==> config.mk <==
export PLATFORM = sky130hd
export DESIGN_NAME = sld_top
export DESIGN_NICKNAME = d
export VERILOG_FILES = /design/src/rtl/sld_pkg.sv /design/src/rtl/sld_top.sv
export SDC_FILE = /design/constraint.sdc
export NUM_CORES = 1
export LEC_CHECK = 0
export ABC_AREA = 0
export BUFFER_PORTS_ARGS = -buffer_cell sky130_fd_sc_hd__buf_4
export CAP_MARGIN = 20
export CORE_UTILIZATION = 56
export CTS_CLUSTER_DIAMETER = 40
export DETAILED_ROUTE_END_ITERATION = 7
export HOLD_SLACK_MARGIN = 0.08
export PLACE_DENSITY = 0.83
export REMOVE_ABC_BUFFERS = 1
export SYNTH_ARGS = -nofsm -noshare
export SYNTH_HDL_FRONTEND = slang
export SYNTH_SLANG_ARGS = --single-unit
==> constraint.sdc <==
create_clock -name clk -period 2 [get_ports clk]
set_input_delay 0.2 -clock clk [delete_from_list [all_inputs] [get_ports clk]]
set_output_delay 0.2 -clock clk [all_outputs]
set_load 0.05 [all_outputs]
==> src/rtl/sld_pkg.sv <==
// Package for the status indicator driver: register map, field positions,
// reset values, blink timing and the display pattern type.
// Assumes a 200 MHz system clock; all timing is counted in 1 ms ticks.
package sld_pkg;

  // System clock and the base tick of the pattern divider.
  localparam int unsigned CLK_MHZ = 200;
  localparam int unsigned TICK_MS = 1;
  localparam int unsigned TICK_CYC_DEF = TICK_MS * CLK_MHZ * 1000;

  // Register byte offsets on the APB bus.
  localparam logic [7:0] OFS_COND = 8'h00;
  localparam logic [7:0] OFS_VIEW = 8'h04;

  // Condition register fields, written by the module firmware.
  localparam int COND_REGISTERED = 0;
  localparam int COND_REG_BUSY = 1;
  localparam int COND_DOWNLOAD = 2;
  localparam int COND_MSG_PEND = 3;
  localparam int COND_MSG_ACK = 4;
  localparam int COND_PWR_BAD = 5;
  localparam int COND_NET_OK = 6;
  localparam int COND_PANEL_OK = 7;
  localparam int COND_PWR_SAVE = 8;
  localparam int COND_WEB_LSB = 9;
  localparam int COND_MODE_LSB = 11;
  localparam int COND_W = 13;
  localparam logic [12:0] COND_RST = 13'h00C0;

  // Web connection states and operation modes held in the condition register.
  localparam logic [1:0] WEB_NONE = 2'h0;
  localparam logic [1:0] WEB_TRYING = 2'h1;
  localparam logic [1:0] WEB_COMM = 2'h2;
  localparam logic [1:0] WEB_CONNECTED = 2'h3;

  // Pattern divider: an 11 bit count of ms ticks gives a 2048 ms frame.
  localparam int BLINK_W = 11;
  localparam int SLOW_BIT = 9;
  localparam int FAST_BIT = 7;
  localparam int QUICK_BIT = 6;

  // Times in ms: activity and collision stretch, power save frame, debounce.
  localparam int unsigned HOLD_MS = 250;
  localparam int unsigned PWR_FRAME_MS = 15000;
  localparam int unsigned PWR_SHOW_MS = 1000;
  localparam int unsigned DEBOUNCE_MS = 10;

  // Display patterns an indicator can take.
  typedef enum logic [2:0] {PAT_OFF, PAT_ON, PAT_SLOW, PAT_FAST, PAT_QUICK} sld_pat_t;

  // Debounced switch states.
  typedef enum logic {SW_UP, SW_DOWN} sld_sw_t;

endpackage

==> src/rtl/sld_top.sv <==
// Status indicator driver: turns module status held in an APB register and
// Ethernet PHY status pins into LED on, off and blink patterns.
// Assumes one 200 MHz clock, an APB master on the same clock, and PHY and
// switch pins that are asynchronous to it.
//
// Notes on behaviour
// - Status, fault and web LEDs can be steady on, steady off, fast blink or slow blink.
// - Green LED steady on while the module is not registered.
// - Green LED off once the module is registered.
// - Green LED fast blinks during a remote download session.
// - Registration in progress slow blinks green and yellow in phase.
// - Yellow LED steady on while a message waits to be sent.
// - Yellow fast blinks awaiting acknowledge, quick periodic blink when normal.
// - Yellow alone slow blinks when idle with power abnormal.
// - Red on with no network but panel fine, off with no fault.
// - Red slow blinks when the panel keypad bus link is lost.
// - Red fast blinks when network and panel link are both lost.
// - Collision LED blinks on detected collisions, otherwise off.
// - First network green LED on at 100 Mb/s, off at 10 Mb/s.
// - Link LED on with link, off without, fast blink on activity.
// - With power saving enabled and the switch released, LEDs show only once every 15 seconds.
// - Mode on LEDs 2 and 3: off/off, on/off, off/on, on/on.
// - LED 4 shows web state; LEDs 5 and 6 stay unused.
// - Switch held forces LED 1 off and shows mode and web state.
`timescale 1ns/1ps

module sld_top import sld_pkg::*; #(
  parameter int unsigned TICK_CYCLES = TICK_CYC_DEF
) (
  // Clock and reset.
  input wire logic clk,
  input wire logic rst_n,
  // APB slave.
  input wire logic psel,
  input wire logic penable,
  input wire logic pwrite,
  input wire logic [7:0] paddr,
  input wire logic [31:0] pwdata,
  output logic [31:0] prdata,
  output logic pready,
  output logic pslverr,
  // Ethernet PHY status pins and the mode switch, all asynchronous.
  input wire logic phy_collision,
  input wire logic phy_speed100,
  input wire logic phy_link,
  input wire logic phy_activity,
  input wire logic mode_sw_n,
  // Front panel LEDs.
  output logic led_status,
  output logic led_message,
  output logic led_fault,
  // Network LEDs.
  output logic led_collision,
  output logic led_speed,
  output logic led_link,
  // Mode and status row, bit 0 is LED 1.
  output logic [5:0] led_row
);

  localparam int TCW = (TICK_CYCLES > 1) ? $clog2(TICK_CYCLES) : 1;

  // Level of a pattern for the current divider phase.
  function automatic logic pat_level(input sld_pat_t p, input logic s, input logic f,
                                     input logic q);
    case (p)
      PAT_ON: pat_level = 1'b1;
      PAT_SLOW: pat_level = s;
      PAT_FAST: pat_level = f;
      PAT_QUICK: pat_level = q;
      default: pat_level = 1'b0;
    endcase
  endfunction

  logic [COND_W-1:0] cond;
  logic [TCW-1:0] tick_cnt;
  logic tick;
  logic [BLINK_W-1:0] blink_cnt;
  logic slow_on;
  logic fast_on;
  logic quick_on;
  logic [13:0] pwr_cnt;
  logic show;
  logic [4:0] sync1;
  logic [4:0] sync2;
  logic [4:0] sync3;
  logic [4:0] pin_q;
  logic [7:0] coll_hold;
  logic [7:0] act_hold;
  sld_sw_t sw_state;
  logic [3:0] deb_cnt;
  logic sw_held;
  sld_pat_t pat_green;
  sld_pat_t pat_yellow;
  sld_pat_t pat_red;
  sld_pat_t pat_web;
  logic apb_access;
  logic apb_done;

  // APB: the access phase is answered one cycle after it starts.
  assign apb_access = psel && penable;
  assign apb_done = apb_access && pready;

  always_ff @(posedge clk or negedge rst_n) begin
    if (!rst_n) begin
      pready <= 1'b0;
      pslverr <= 1'b0;
      prdata <= 32'h0000_0000;
    end else begin
      pready <= apb_access && !pready;
      pslverr <= apb_access && !pready && (paddr != OFS_COND) && (paddr != OFS_VIEW);
      if (apb_access && !pready && !pwrite) begin
        case (paddr)
          OFS_COND: prdata <= {19'h0_0000, cond};
          OFS_VIEW: prdata <= {15'h0000, sw_held, pin_q[3:0], led_row, led_link, led_speed,
                               led_collision, led_fault, led_message, led_status};
          default: prdata <= 32'h0000_0000;
        endcase
      end
    end
  end

  // Condition register; a write lands only on the completing edge.
  always_ff @(posedge clk or negedge rst_n) begin
    if (!rst_n) begin
      cond <= COND_RST;
    end else if (apb_done && pwrite && (paddr == OFS_COND)) begin
      cond <= pwdata[COND_W-1:0];
    end
  end

  // Base 1 ms tick. Long times are counted in ticks so one parameter shortens all.
  always_ff @(posedge clk or negedge rst_n) begin
    if (!rst_n) begin
      tick_cnt <= '0;
      tick <= 1'b0;
    end else begin
      tick <= (tick_cnt == TCW'(TICK_CYCLES - 1));
      if (tick_cnt == TCW'(TICK_CYCLES - 1)) begin
        tick_cnt <= '0;
      end else begin
        tick_cnt <= tick_cnt + 1'b1;
      end
    end
  end

  // One free running pattern counter, so equal patterns are always in phase.
  always_ff @(posedge clk or negedge rst_n) begin
    if (!rst_n) begin
      blink_cnt <= '0;
    end else if (tick) begin
      blink_cnt <= blink_cnt + 1'b1;
    end
  end

  assign slow_on = !blink_cnt[SLOW_BIT];
  assign fast_on = !blink_cnt[FAST_BIT];
  assign quick_on = (blink_cnt[BLINK_W-1:QUICK_BIT] == '0);

  // Power save frame: LEDs show for a short window at the start of each frame.
  always_ff @(posedge clk or negedge rst_n) begin
    if (!rst_n) begin
      pwr_cnt <= '0;
    end else if (tick) begin
      if (pwr_cnt == 14'(PWR_FRAME_MS - 1)) begin
        pwr_cnt <= '0;
      end else begin
        pwr_cnt <= pwr_cnt + 1'b1;
      end
    end
  end

  assign show = !cond[COND_PWR_SAVE] || (pwr_cnt < 14'(PWR_SHOW_MS));

  // Pin synchronisers; a change counts only once stages two and three agree.
  always_ff @(posedge clk or negedge rst_n) begin
    if (!rst_n) begin
      sync1 <= 5'h10;
      sync2 <= 5'h10;
      sync3 <= 5'h10;
      pin_q <= 5'h10;
    end else begin
      sync1 <= {mode_sw_n, phy_activity, phy_link, phy_speed100, phy_collision};
      sync2 <= sync1;
      sync3 <= sync2;
      for (int i = 0; i < 5; i++) begin
        if (sync2[i] == sync3[i]) begin
          pin_q[i] <= sync3[i];
        end
      end
    end
  end

  // Collisions and activity are short; stretch them so a blink is seen.
  always_ff @(posedge clk or negedge rst_n) begin
    if (!rst_n) begin
      coll_hold <= '0;
      act_hold <= '0;
    end else begin
      if (pin_q[0]) begin
        coll_hold <= 8'(HOLD_MS);
      end else if (tick && coll_hold != '0) begin
        coll_hold <= coll_hold - 1'b1;
      end
      if (pin_q[3]) begin
        act_hold <= 8'(HOLD_MS);
      end else if (tick && act_hold != '0) begin
        act_hold <= act_hold - 1'b1;
      end
    end
  end

  // Switch debounce: the new level must hold for a full debounce time.
  always_ff @(posedge clk or negedge rst_n) begin
    if (!rst_n) begin
      sw_state <= SW_UP;
      deb_cnt <= '0;
    end else begin
      case (sw_state)
        SW_UP: begin
          if (pin_q[4]) begin
            deb_cnt <= '0;
          end else if (tick) begin
            if (deb_cnt == 4'(DEBOUNCE_MS - 1)) begin
              sw_state <= SW_DOWN;
              deb_cnt <= '0;
            end else begin
              deb_cnt <= deb_cnt + 1'b1;
            end
          end
        end
        SW_DOWN: begin
          if (!pin_q[4]) begin
            deb_cnt <= '0;
          end else if (tick) begin
            if (deb_cnt == 4'(DEBOUNCE_MS - 1)) begin
              sw_state <= SW_UP;
              deb_cnt <= '0;
            end else begin
              deb_cnt <= deb_cnt + 1'b1;
            end
          end
        end
        default: begin
          sw_state <= SW_UP;
          deb_cnt <= '0;
        end
      endcase
    end
  end

  assign sw_held = (sw_state == SW_DOWN);

  // Pattern selection for the front panel, highest priority first.
  always_comb begin
    if (cond[COND_DOWNLOAD]) begin
      pat_green = PAT_FAST;
    end else if (cond[COND_REG_BUSY]) begin
      pat_green = PAT_SLOW;
    end else if (!cond[COND_REGISTERED]) begin
      pat_green = PAT_ON;
    end else begin
      pat_green = PAT_OFF;
    end
    if (cond[COND_REG_BUSY]) begin
      pat_yellow = PAT_SLOW;
    end else if (cond[COND_MSG_PEND]) begin
      pat_yellow = PAT_ON;
    end else if (cond[COND_MSG_ACK]) begin
      pat_yellow = PAT_FAST;
    end else if (cond[COND_PWR_BAD]) begin
      pat_yellow = PAT_SLOW;
    end else begin
      pat_yellow = PAT_QUICK;
    end
    if (!cond[COND_NET_OK] && !cond[COND_PANEL_OK]) begin
      pat_red = PAT_FAST;
    end else if (!cond[COND_PANEL_OK]) begin
      pat_red = PAT_SLOW;
    end else if (!cond[COND_NET_OK]) begin
      pat_red = PAT_ON;
    end else begin
      pat_red = PAT_OFF;
    end
    case (cond[COND_WEB_LSB +: 2])
      WEB_TRYING: pat_web = PAT_SLOW;
      WEB_COMM: pat_web = PAT_FAST;
      WEB_CONNECTED: pat_web = PAT_ON;
      default: pat_web = PAT_OFF;
    endcase
  end

  // Front panel LEDs, blanked outside the power save window.
  always_ff @(posedge clk or negedge rst_n) begin
    if (!rst_n) begin
      led_status <= 1'b0;
      led_message <= 1'b0;
      led_fault <= 1'b0;
    end else begin
      led_status <= show && pat_level(pat_green, slow_on, fast_on, quick_on);
      led_message <= show && pat_level(pat_yellow, slow_on, fast_on, quick_on);
      led_fault <= show && pat_level(pat_red, slow_on, fast_on, quick_on);
    end
  end

  // Network LEDs follow the synchronised PHY pins.
  always_ff @(posedge clk or negedge rst_n) begin
    if (!rst_n) begin
      led_collision <= 1'b0;
      led_speed <= 1'b0;
      led_link <= 1'b0;
    end else begin
      led_collision <= show && (coll_hold != '0) && fast_on;
      led_speed <= show && pin_q[1];
      led_link <= show && pin_q[2] && ((act_hold == '0) || fast_on);
    end
  end

  // Mode row: mirrors the fault LED normally, shows mode and web while held.
  // Holding the switch bypasses power save, since the user is looking.
  always_ff @(posedge clk or negedge rst_n) begin
    if (!rst_n) begin
      led_row <= 6'h00;
    end else if (sw_held) begin
      led_row[0] <= 1'b0;
      led_row[1] <= cond[COND_MODE_LSB];
      led_row[2] <= cond[COND_MODE_LSB + 1];
      led_row[3] <= pat_level(pat_web, slow_on, fast_on, quick_on);
      led_row[5:4] <= 2'h0;
    end else begin
      led_row <= {5'h00, show && pat_level(pat_red, slow_on, fast_on, quick_on)};
    end
  end

  // Checks on the indicator mapping.
  chk_green_unreg: assert property (@(posedge clk) disable iff (!rst_n)
    show && !cond[COND_REGISTERED] && !cond[COND_DOWNLOAD] && !cond[COND_REG_BUSY]
    |=> led_status)
    else $error("Green LED not on while unregistered.");

  chk_green_reg_off: assert property (@(posedge clk) disable iff (!rst_n)
    cond[COND_REGISTERED] && !cond[COND_DOWNLOAD] && !cond[COND_REG_BUSY] |=> !led_status)
    else $error("Green LED not off while registered.");

  chk_green_download: assert property (@(posedge clk) disable iff (!rst_n)
    show && cond[COND_DOWNLOAD] |=> led_status == $past(fast_on))
    else $error("Green LED not fast blinking during download.");

  chk_reg_unison: assert property (@(posedge clk) disable iff (!rst_n)
    cond[COND_REG_BUSY] && !cond[COND_DOWNLOAD] |=> led_status == led_message)
    else $error("Green and yellow out of step during registration.");

  chk_msg_pending: assert property (@(posedge clk) disable iff (!rst_n)
    show && !cond[COND_REG_BUSY] && cond[COND_MSG_PEND] ##1 $stable(cond) |-> led_message)
    else $error("Yellow LED not on with message pending.");

  chk_fault_both: assert property (@(posedge clk) disable iff (!rst_n)
    show && !cond[COND_NET_OK] && !cond[COND_PANEL_OK] |=> led_fault == $past(fast_on))
    else $error("Red LED not fast blinking with both links lost.");

  chk_speed_led: assert property (@(posedge clk) disable iff (!rst_n)
    !cond[COND_PWR_SAVE] |=> led_speed == $past(pin_q[1]))
    else $error("Speed LED does not follow link speed.");

  chk_power_save: assert property (@(posedge clk) disable iff (!rst_n)
    !show |=> !led_status && !led_message && !led_fault && !led_link && !led_speed)
    else $error("LEDs lit outside the power save window.");

  chk_row_mode: assert property (@(posedge clk) disable iff (!rst_n)
    sw_held |=> !led_row[0] && led_row[2:1] == $past(cond[COND_MODE_LSB +: 2])
      && led_row[5:4] == 2'h0)
    else $error("Mode row wrong while switch held.");

  chk_switch_stable: assert property (@(posedge clk) disable iff (!rst_n)
    $changed(sw_held) |-> $past(tick) && $past(deb_cnt) == 4'(DEBOUNCE_MS - 1))
    else $error("Switch state changed before debounce time.");

  chk_apb_wait: assert property (@(posedge clk) disable iff (!rst_n)
    apb_access && !pready |=> pready ##1 !pready)
    else $error("APB answer not one cycle after access.");

  // Main scenarios worth seeing.
  cov_download: cover property (@(posedge clk) disable iff (!rst_n)
    cond[COND_DOWNLOAD] ##1 $rose(led_status));
  cov_switch_held: cover property (@(posedge clk) disable iff (!rst_n) $rose(sw_held));
  cov_collision: cover property (@(posedge clk) disable iff (!rst_n) $rose(led_collision));
  cov_power_save: cover property (@(posedge clk) disable iff (!rst_n)
    cond[COND_PWR_SAVE] && $fell(show));

endmodule // sld_top

==> impl_metrics.json, run 1 <==
{
  "status": "complete, no violations",
  "first_pass_iters": 5,
  "r2r-start": "coll_hold[5]$_DFFE_PN0P_",
  "fin_ws_ps": 159,
  "p_per_area_nw_per_um2": 857,
  "area_growth_pct": 25.2,
  "worstPathRequired_ps": 2390,
  "whs_endpoint": "prdata[8]$_DFFE_PN0P_",
  "cts.sinks": 127,
  "wl_per_cell_um": 16.7,
  "grt_use_met3_pct": 6.90,
  "hold_depth": 3,
  "pwr-share-comb_pct": 5.2,
  "ys_seq_area_share_pct": 57.4,
  "r2r_slack_ps": 160,
  "clockRootBuffer": "clkbuf_8",
  "pre_cts_slack_ps": 155,
  "grt_use_met1_pct": 30.9,
  "gr-total-overflow": 0,
  "design_area_um2": 6950,
  "clock.fmax_mhz": 543,
  "final_cells": 725,
  "slew_viol_final": 0,
  "grt_setup_unrepaired": "false",
  "period_needed_ps": 1840,
  "switchingPower_w": 0.00132,
  "grt_first_pass_wirelength_mm": 19.6,
  "finClkSkew_ps": 13.2,
  "numPortBuffers": 59,
  "synth_adder_area_share_pct": 2.48,
  "cts_tree": "done",
  "htreeDepth": 4,
  "timing.max_slew.rel_slack_pct": 56.0,
  "power.share.clock_pct": 50.5,
  "min-delay-start": "paddr[2]",
  "synth_top_family_by_area": "simple AND/OR/NAND/NOR gates",
  "final_cell_mix": "dfrtp_1 (121), buf_4 (65), nand2_1 (44)",
  "p_leak_nw": 3.18,
  "track_usage_pct": 25.6,
  "postPlaceCellArea_um2": 6110,
  "critPathLaunchType": "register",
  "antenna_found_initial": 0,
  "grt_max_degree": 44,
  "synth-compound-area-share_pct": 7.26,
  "tightestPinTransition_ps": 660,
  "setup_tns_ps": 0,
  "hold_path.class": "in -> reg",
  "power_switching_share_pct": 22.1,
  "reg2reg_depth": 4,
  "power_frac_seq_pct": 44.3,
  "layout-drive-gt1-share_pct": 21.3,
  "synth_flop_cell": "dfrtp_1",
  "worst_setup_path_end_kind": "register",
  "peakVddDrop_v": 0.000744,
  "nets": 640,
  "insertion_delay_ps": 520,
  "die_area_um2": 10300,
  "min_period_over_period_pct": 92.1,
  "fp.coreArea_um2": 9420,
  "hpwl_mm": 7.16,
  "maxCapViolations": 0,
  "syn_area_um2": 5550,
  "dp.cells": 668,
  "clkSlewWorstSetupHoldPaths_ps": 60,
  "ant_nets": 0,
  "vias": 4029,
  "numCtsBuffers": 17,
  "synth_xor_area_share_pct": 6.15,
  "yosysWarningCount": 0,
  "synth-simple-area-share_pct": 17.0,
  "crit_type": "reg -> reg",
  "clock_path_buffers": 2,
  "hold_violations": 0,
  "routed_wl_mm": 12.1,
  "synth_cell_types": 54,
  "finalSetupViolCount": 0,
  "async_flop_share_pct": 100,
  "grt_use_met2_pct": 43.6,
  "diodes": 0,
  "avgSynthCellArea_um2": 11.4,
  "grt.busiest_layer": "met2",
  "gp_congestion": 0.863,
  "pin_count": 96,
  "synth-seq-cells": 127,
  "r2r_end": "coll_hold[5]$_DFFE_PN0P_",
  "synthMuxAreaShare_pct": 5.37,
  "die_y_um": 102,
  "power.internal_w": 0.00464,
  "initial_core_util_pct": 59.0,
  "syn_inst": 485,
  "via_per_inst": 5.56,
  "first_global_vias": 4085,
  "cp.arrival_ps": 2230,
  "die_x_um": 102,
  "drt-initial-drc-count": 203,
  "rows": 35,
  "final_common_cell": "dfrtp_1",
  "drc": 0,
  "crit_fanout": 9,
  "synth_edf_count": 0
}
## worst max path at each step
stage          slack (ps)                startpoint  cells past startpoint                  endpoint
2_1_floorplan         -50            tick$_DFF_PN0_                      4   act_hold[7]$_DFFE_PN0P_
3_3_place_gp          180                  paddr[5]                      5       cond[3]$_DFFE_PN0P_
3_5_place_dp          150                  paddr[5]                      5       cond[1]$_DFFE_PN0P_
4_1_cts                30                  paddr[1]                      6         pslverr$_DFF_PN0_
5_1_grt                20    pwr_cnt[0]$_DFFE_PN0P_                      5    pwr_cnt[7]$_DFFE_PN0P_
6_report              160  coll_hold[5]$_DFFE_PN0P_                      4  coll_hold[5]$_DFFE_PN0P_
## state kept, by name, indices dropped and copies added, names as in the netlist, 4 cells and up
name       flops
pin_q          5
coll_hold      8
cond          13
act_hold       8
prdata        17
sync3          5
deb_cnt        4
sync2          5
pwr_cnt       14
tick_cnt      18
sync1          5
blink_cnt     11
led_row        4
## layout make-up
cell class                 instances  area [µm²]
multi-input combinational        330        2190
clock buffer                      21         439
timing repair buffer              91         771
tap                              129         161
inverter                          16        60.1
sequential                       127        3190
clock inverter                    11         144
fill                             550        2460
## worst max-delay path: stages, from the launching register on
cell and delay (ps):
dfrtp_1 410, or4_4 570, o41ai_4 460, or4_1 200, nand3_1 70
## routing by layer
metal	routed length [µm]	part of all wire, %
met1	5100	42
met2	6420	53
met3	425	3.5
met4	188	1.5
met5	0	0
## Yosys cell counts, drive strengths merged, types with 6 or more instances
master  count  area share (%)
o21ai      17             1.5
nor4        6            0.95
nor2       35             2.4
mux2       14             2.8
xnor2      25             3.9
a21oi       9            0.81
inv        16             1.1
nor3       18             1.6
nand2      45             3.1
o31ai       6            0.81
nand3      21             1.9
or4         7             1.1
dfrtp     121              55
mux2i      14             2.5
ha          7             1.6
a32o        6             1.1
clkbuf      7            0.47
buf        21             2.7
dfstp       6             2.8
nand4      14             1.8
xor2       14             2.2
## metrics by stage
stage / hold slack [ps] / power (W) / utilization [%]
after floorplan: -95.6 / 0.00281 / -
after global placement: 230 / 0.00295 / 64.9
after detailed placement: 231 / 0.00295 / 64.9
after CTS: 159 / 0.00599 / 73.7
after global routing: 171 / 0.00614 / 73.8
final: 180 / 0.00596 / 73.8
## repair_timing
action / in CTS / in global routing
endpoints found under the hold margin: 60 / 0
buffers inserted: 0 / 1
endpoints found under the setup margin: 0 / 8
gates resized for setup: 0 / 2
hold buffers: 24 / 0
## cell families (layout without fill, tap and decap cells)
family / Yosys count / in the layout
XOR/XNOR: 39 / 39
AND/OR/NAND/NOR: 177 / 177
adder cells (fa/ha/maj): 12 / 12
flip-flops: 127 / 127
buffers and inverters: 44 / 139
AO/OA/AOI/OAI: 57 / 57
multiplexers: 28 / 28
other: 1 / 17
## power by group through the flow
stage	clock [W]	sequential, W	combinational (W)
6_report	0.00301	0.00264	0.000313
5_1_grt	0.00316	0.00264	0.000336
4_1_cts	0.00304	0.00264	0.000308
3_5_place_dp	0	0.00268	0.000270
3_3_place_gp	0	0.00268	0.000268
2_1_floorplan	0	0.00270	0.000108
Note: power is estimated with default switching activity, not from simulation.
==> run 2: changes to the inputs <==
--- a/config.mk
+++ b/config.mk
@@ -8,11 +8,12 @@
 export ABC_AREA = 0
 export BUFFER_PORTS_ARGS = -buffer_cell sky130_fd_sc_hd__buf_4
 export CAP_MARGIN = 20
-export CORE_UTILIZATION = 56
+export CORE_UTILIZATION = 58
+export CTS_BUF_LIST = sky130_fd_sc_hd__clkbuf_4
 export CTS_CLUSTER_DIAMETER = 40
 export DETAILED_ROUTE_END_ITERATION = 7
 export HOLD_SLACK_MARGIN = 0.08
-export PLACE_DENSITY = 0.83
+export PLACE_DENSITY = 0.88
 export REMOVE_ABC_BUFFERS = 1
 export SYNTH_ARGS = -nofsm -noshare
 export SYNTH_HDL_FRONTEND = slang
==> run 2 against run 1 <==
Compared with the run above:
- global-route usage rose by 0.20 points
- worst setup slack worse by 63 ps
- first-iteration DRC count grew 19%
- critical path depth increased by 1
- critical endpoint is now pwr_cnt[3]$_DFFE_PN0P_
- largest power group is now sequential cells
- highest routed layer unchanged
==> impl_metrics.json, run 2 (synthesized netlist as in run 1, its figures left out) <==
{
  "maxCapViolations": 0,
  "numPortBuffers": 59,
  "p_leak_nw": 3.01,
  "grt_max_degree": 50,
  "via_per_inst": 5.60,
  "area_growth_pct": 18.8,
  "crit_type": "reg -> reg",
  "reg2reg_depth": 5,
  "path_common_cell": "nor2_1",
  "clock_path_buffers": 2,
  "min-delay-start": "paddr[2]",
  "timing.max_slew.rel_slack_pct": 52.1,
  "min_period_over_period_pct": 95.2,
  "drt-initial-drc-count": 242,
  "r2r-start": "pwr_cnt[0]$_DFFE_PN0P_",
  "first_pass_iters": 5,
  "largest_register_ffs": 18,
  "period_needed_ps": 1900,
  "postPlaceCellArea_um2": 6100,
  "final_cells": 721,
  "largest-register": "tick_cnt",
  "layout-drive-gt1-share_pct": 21.3,
  "r2r_slack_ps": 100,
  "final_cell_mix": "dfrtp_1 (121), buf_4 (62), nand2_1 (44)",
  "nFillCells": 573,
  "diodes": 0,
  "first_global_vias": 4210,
  "die_x_um": 99.8,
  "path_cells": "ha_1 -> nor4bb_1 -> nand3_1 -> nor2_1 -> nor2_1",
  "gr-total-overflow": 0,
  "drc": 0,
  "dp.cells": 666,
  "utilization_pct": 71.4,
  "grt_setup_unrepaired": "false",
  "pre_cts_slack_ps": 79.1,
  "antenna_found_initial": 0,
  "ctsResizeCount": 0,
  "die_area_um2": 9970,
  "cts_tree": "done",
  "p_per_area_nw_per_um2": 697,
  "rows": 35,
  "wl_per_cell_um": 16.5,
  "tightestPinTransition_ps": 718,
  "fp.coreArea_um2": 9240,
  "htreeDepth": 4,
  "fin_ws_ps": 95.7,
  "hold_depth": 3,
  "ctsHoldBuffers": 23,
  "insertion_delay_ps": 530,
  "vias": 4040,
  "multi_input_area_um2": 2190,
  "numCtsBuffers": 17,
  "finClkSkew_ps": 22.6,
  "r2r_end": "pwr_cnt[3]$_DFFE_PN0P_",
  "largestRegisters": "tick_cnt (18), prdata (17), pwr_cnt (14)",
  "design_area_um2": 6600,
  "ant_nets": 0,
  "cts.sinks": 127,
  "hpwl_mm": 7.49,
  "clkSlewWorstSetupHoldPaths_ps": 130,
  "worst_setup_path_end_kind": "register",
  "critPathMaxStageDelay_ps": 430,
  "crit_fanout": 7,
  "clockRootBuffer": "clkbuf_4",
  "critPathLaunchType": "register",
  "worstPathRequired_ps": 2380,
  "track_usage_pct": 25.8,
  "gp_congestion": 0.840,
  "clock.fmax_mhz": 525,
  "status": "complete, no violations",
  "hold_violations": 0,
  "routed_wl_mm": 11.9,
  "grt_first_pass_wirelength_mm": 19.6,
  "hold_ws_ps": 163,
  "peakVddDrop_v": 0.000383,
  "cts_setup_buffers": 0,
  "initial_core_util_pct": 60.1,
  "hold_path.class": "in -> reg",
  "cp_slowest_cell": "nor2_1",
  "cp.arrival_ps": 2280,
  "pin_count": 96,
  "nets": 636,
  "final-seq-area_um2": 3190,
  "die_y_um": 99.8,
  "slew_viol_final": 0,
  "final_common_cell": "dfrtp_1",
  "whs_endpoint": "prdata[1]$_DFFE_PN0P_",
  "finalSetupViolCount": 0
}
-- run 2: changes by cell type in the layout (fill, tap and decap cells not counted), sizes merged --
cell,delta
clkinv,+4
inv,+4
bufinv,-2
dlymetal6s4s,-1
clkbuf,-4
buf,-3
clkinvlp,-2
-- run 2: how the worst max path moves through the flow --
| stage | startpoint | to | cells after the start |
|---|---|---|---|
| final | pwr_cnt[0]$_DFFE_PN0P_ | pwr_cnt[3]$_DFFE_PN0P_ | 5 |
| after global routing | pwr_cnt[0]$_DFFE_PN0P_ | pwr_cnt[0]$_DFFE_PN0P_ | 5 |
| after CTS | act_hold[2]$_DFFE_PN0P_ | act_hold[7]$_DFFE_PN0P_ | 4 |
| after detailed placement | act_hold[2]$_DFFE_PN0P_ | act_hold[7]$_DFFE_PN0P_ | 4 |
| after global placement | paddr[5] | cond[10]$_DFFE_PN0P_ | 5 |
| after floorplan | tick$_DFF_PN0_ | act_hold[7]$_DFFE_PN0P_ | 4 |
-- run 2: power breakdown --
group	total [W]	switching, W	internal [W]
registers	0.00263	0.0000279	0.00260
clock network	0.00165	0.00102	0.000633
logic	0.000308	0.000202	0.000106
-- run 2: cell type report --
class	instances	share of cell area (%)
clock buffer	17	1.93
sequential	127	48.3
multi-input combinational	330	33.2
inverter	16	0.910
clock inverter	15	2.11
tap	129	2.45
timing repair buffer	87	11.2
-- run 2: routing by layer --
layer / GRT usage [%] / wire length [µm]
met1: 30.3 / 4900
met3: 6.55 / 626
met2: 43.8 / 6030
met4: 14.0 / 359
met5: 0 / 0
-- run 2: metrics by stage --
step	total power (W)	setup TNS (ps)
6_report	0.00459	0
3_5_place_dp	0.00295	0
5_1_grt	0.00476	0
2_1_floorplan	0.00281	-53.3
3_3_place_gp	0.00295	0
4_1_cts	0.00463	0
-- run 2: critical path, delay by kind of cell (launching register included) --
family,cells,cell delay [ps]
AND/OR/NAND/NOR,4,1110
adder cells (fa/ha/maj),1,250
flip-flops,1,410
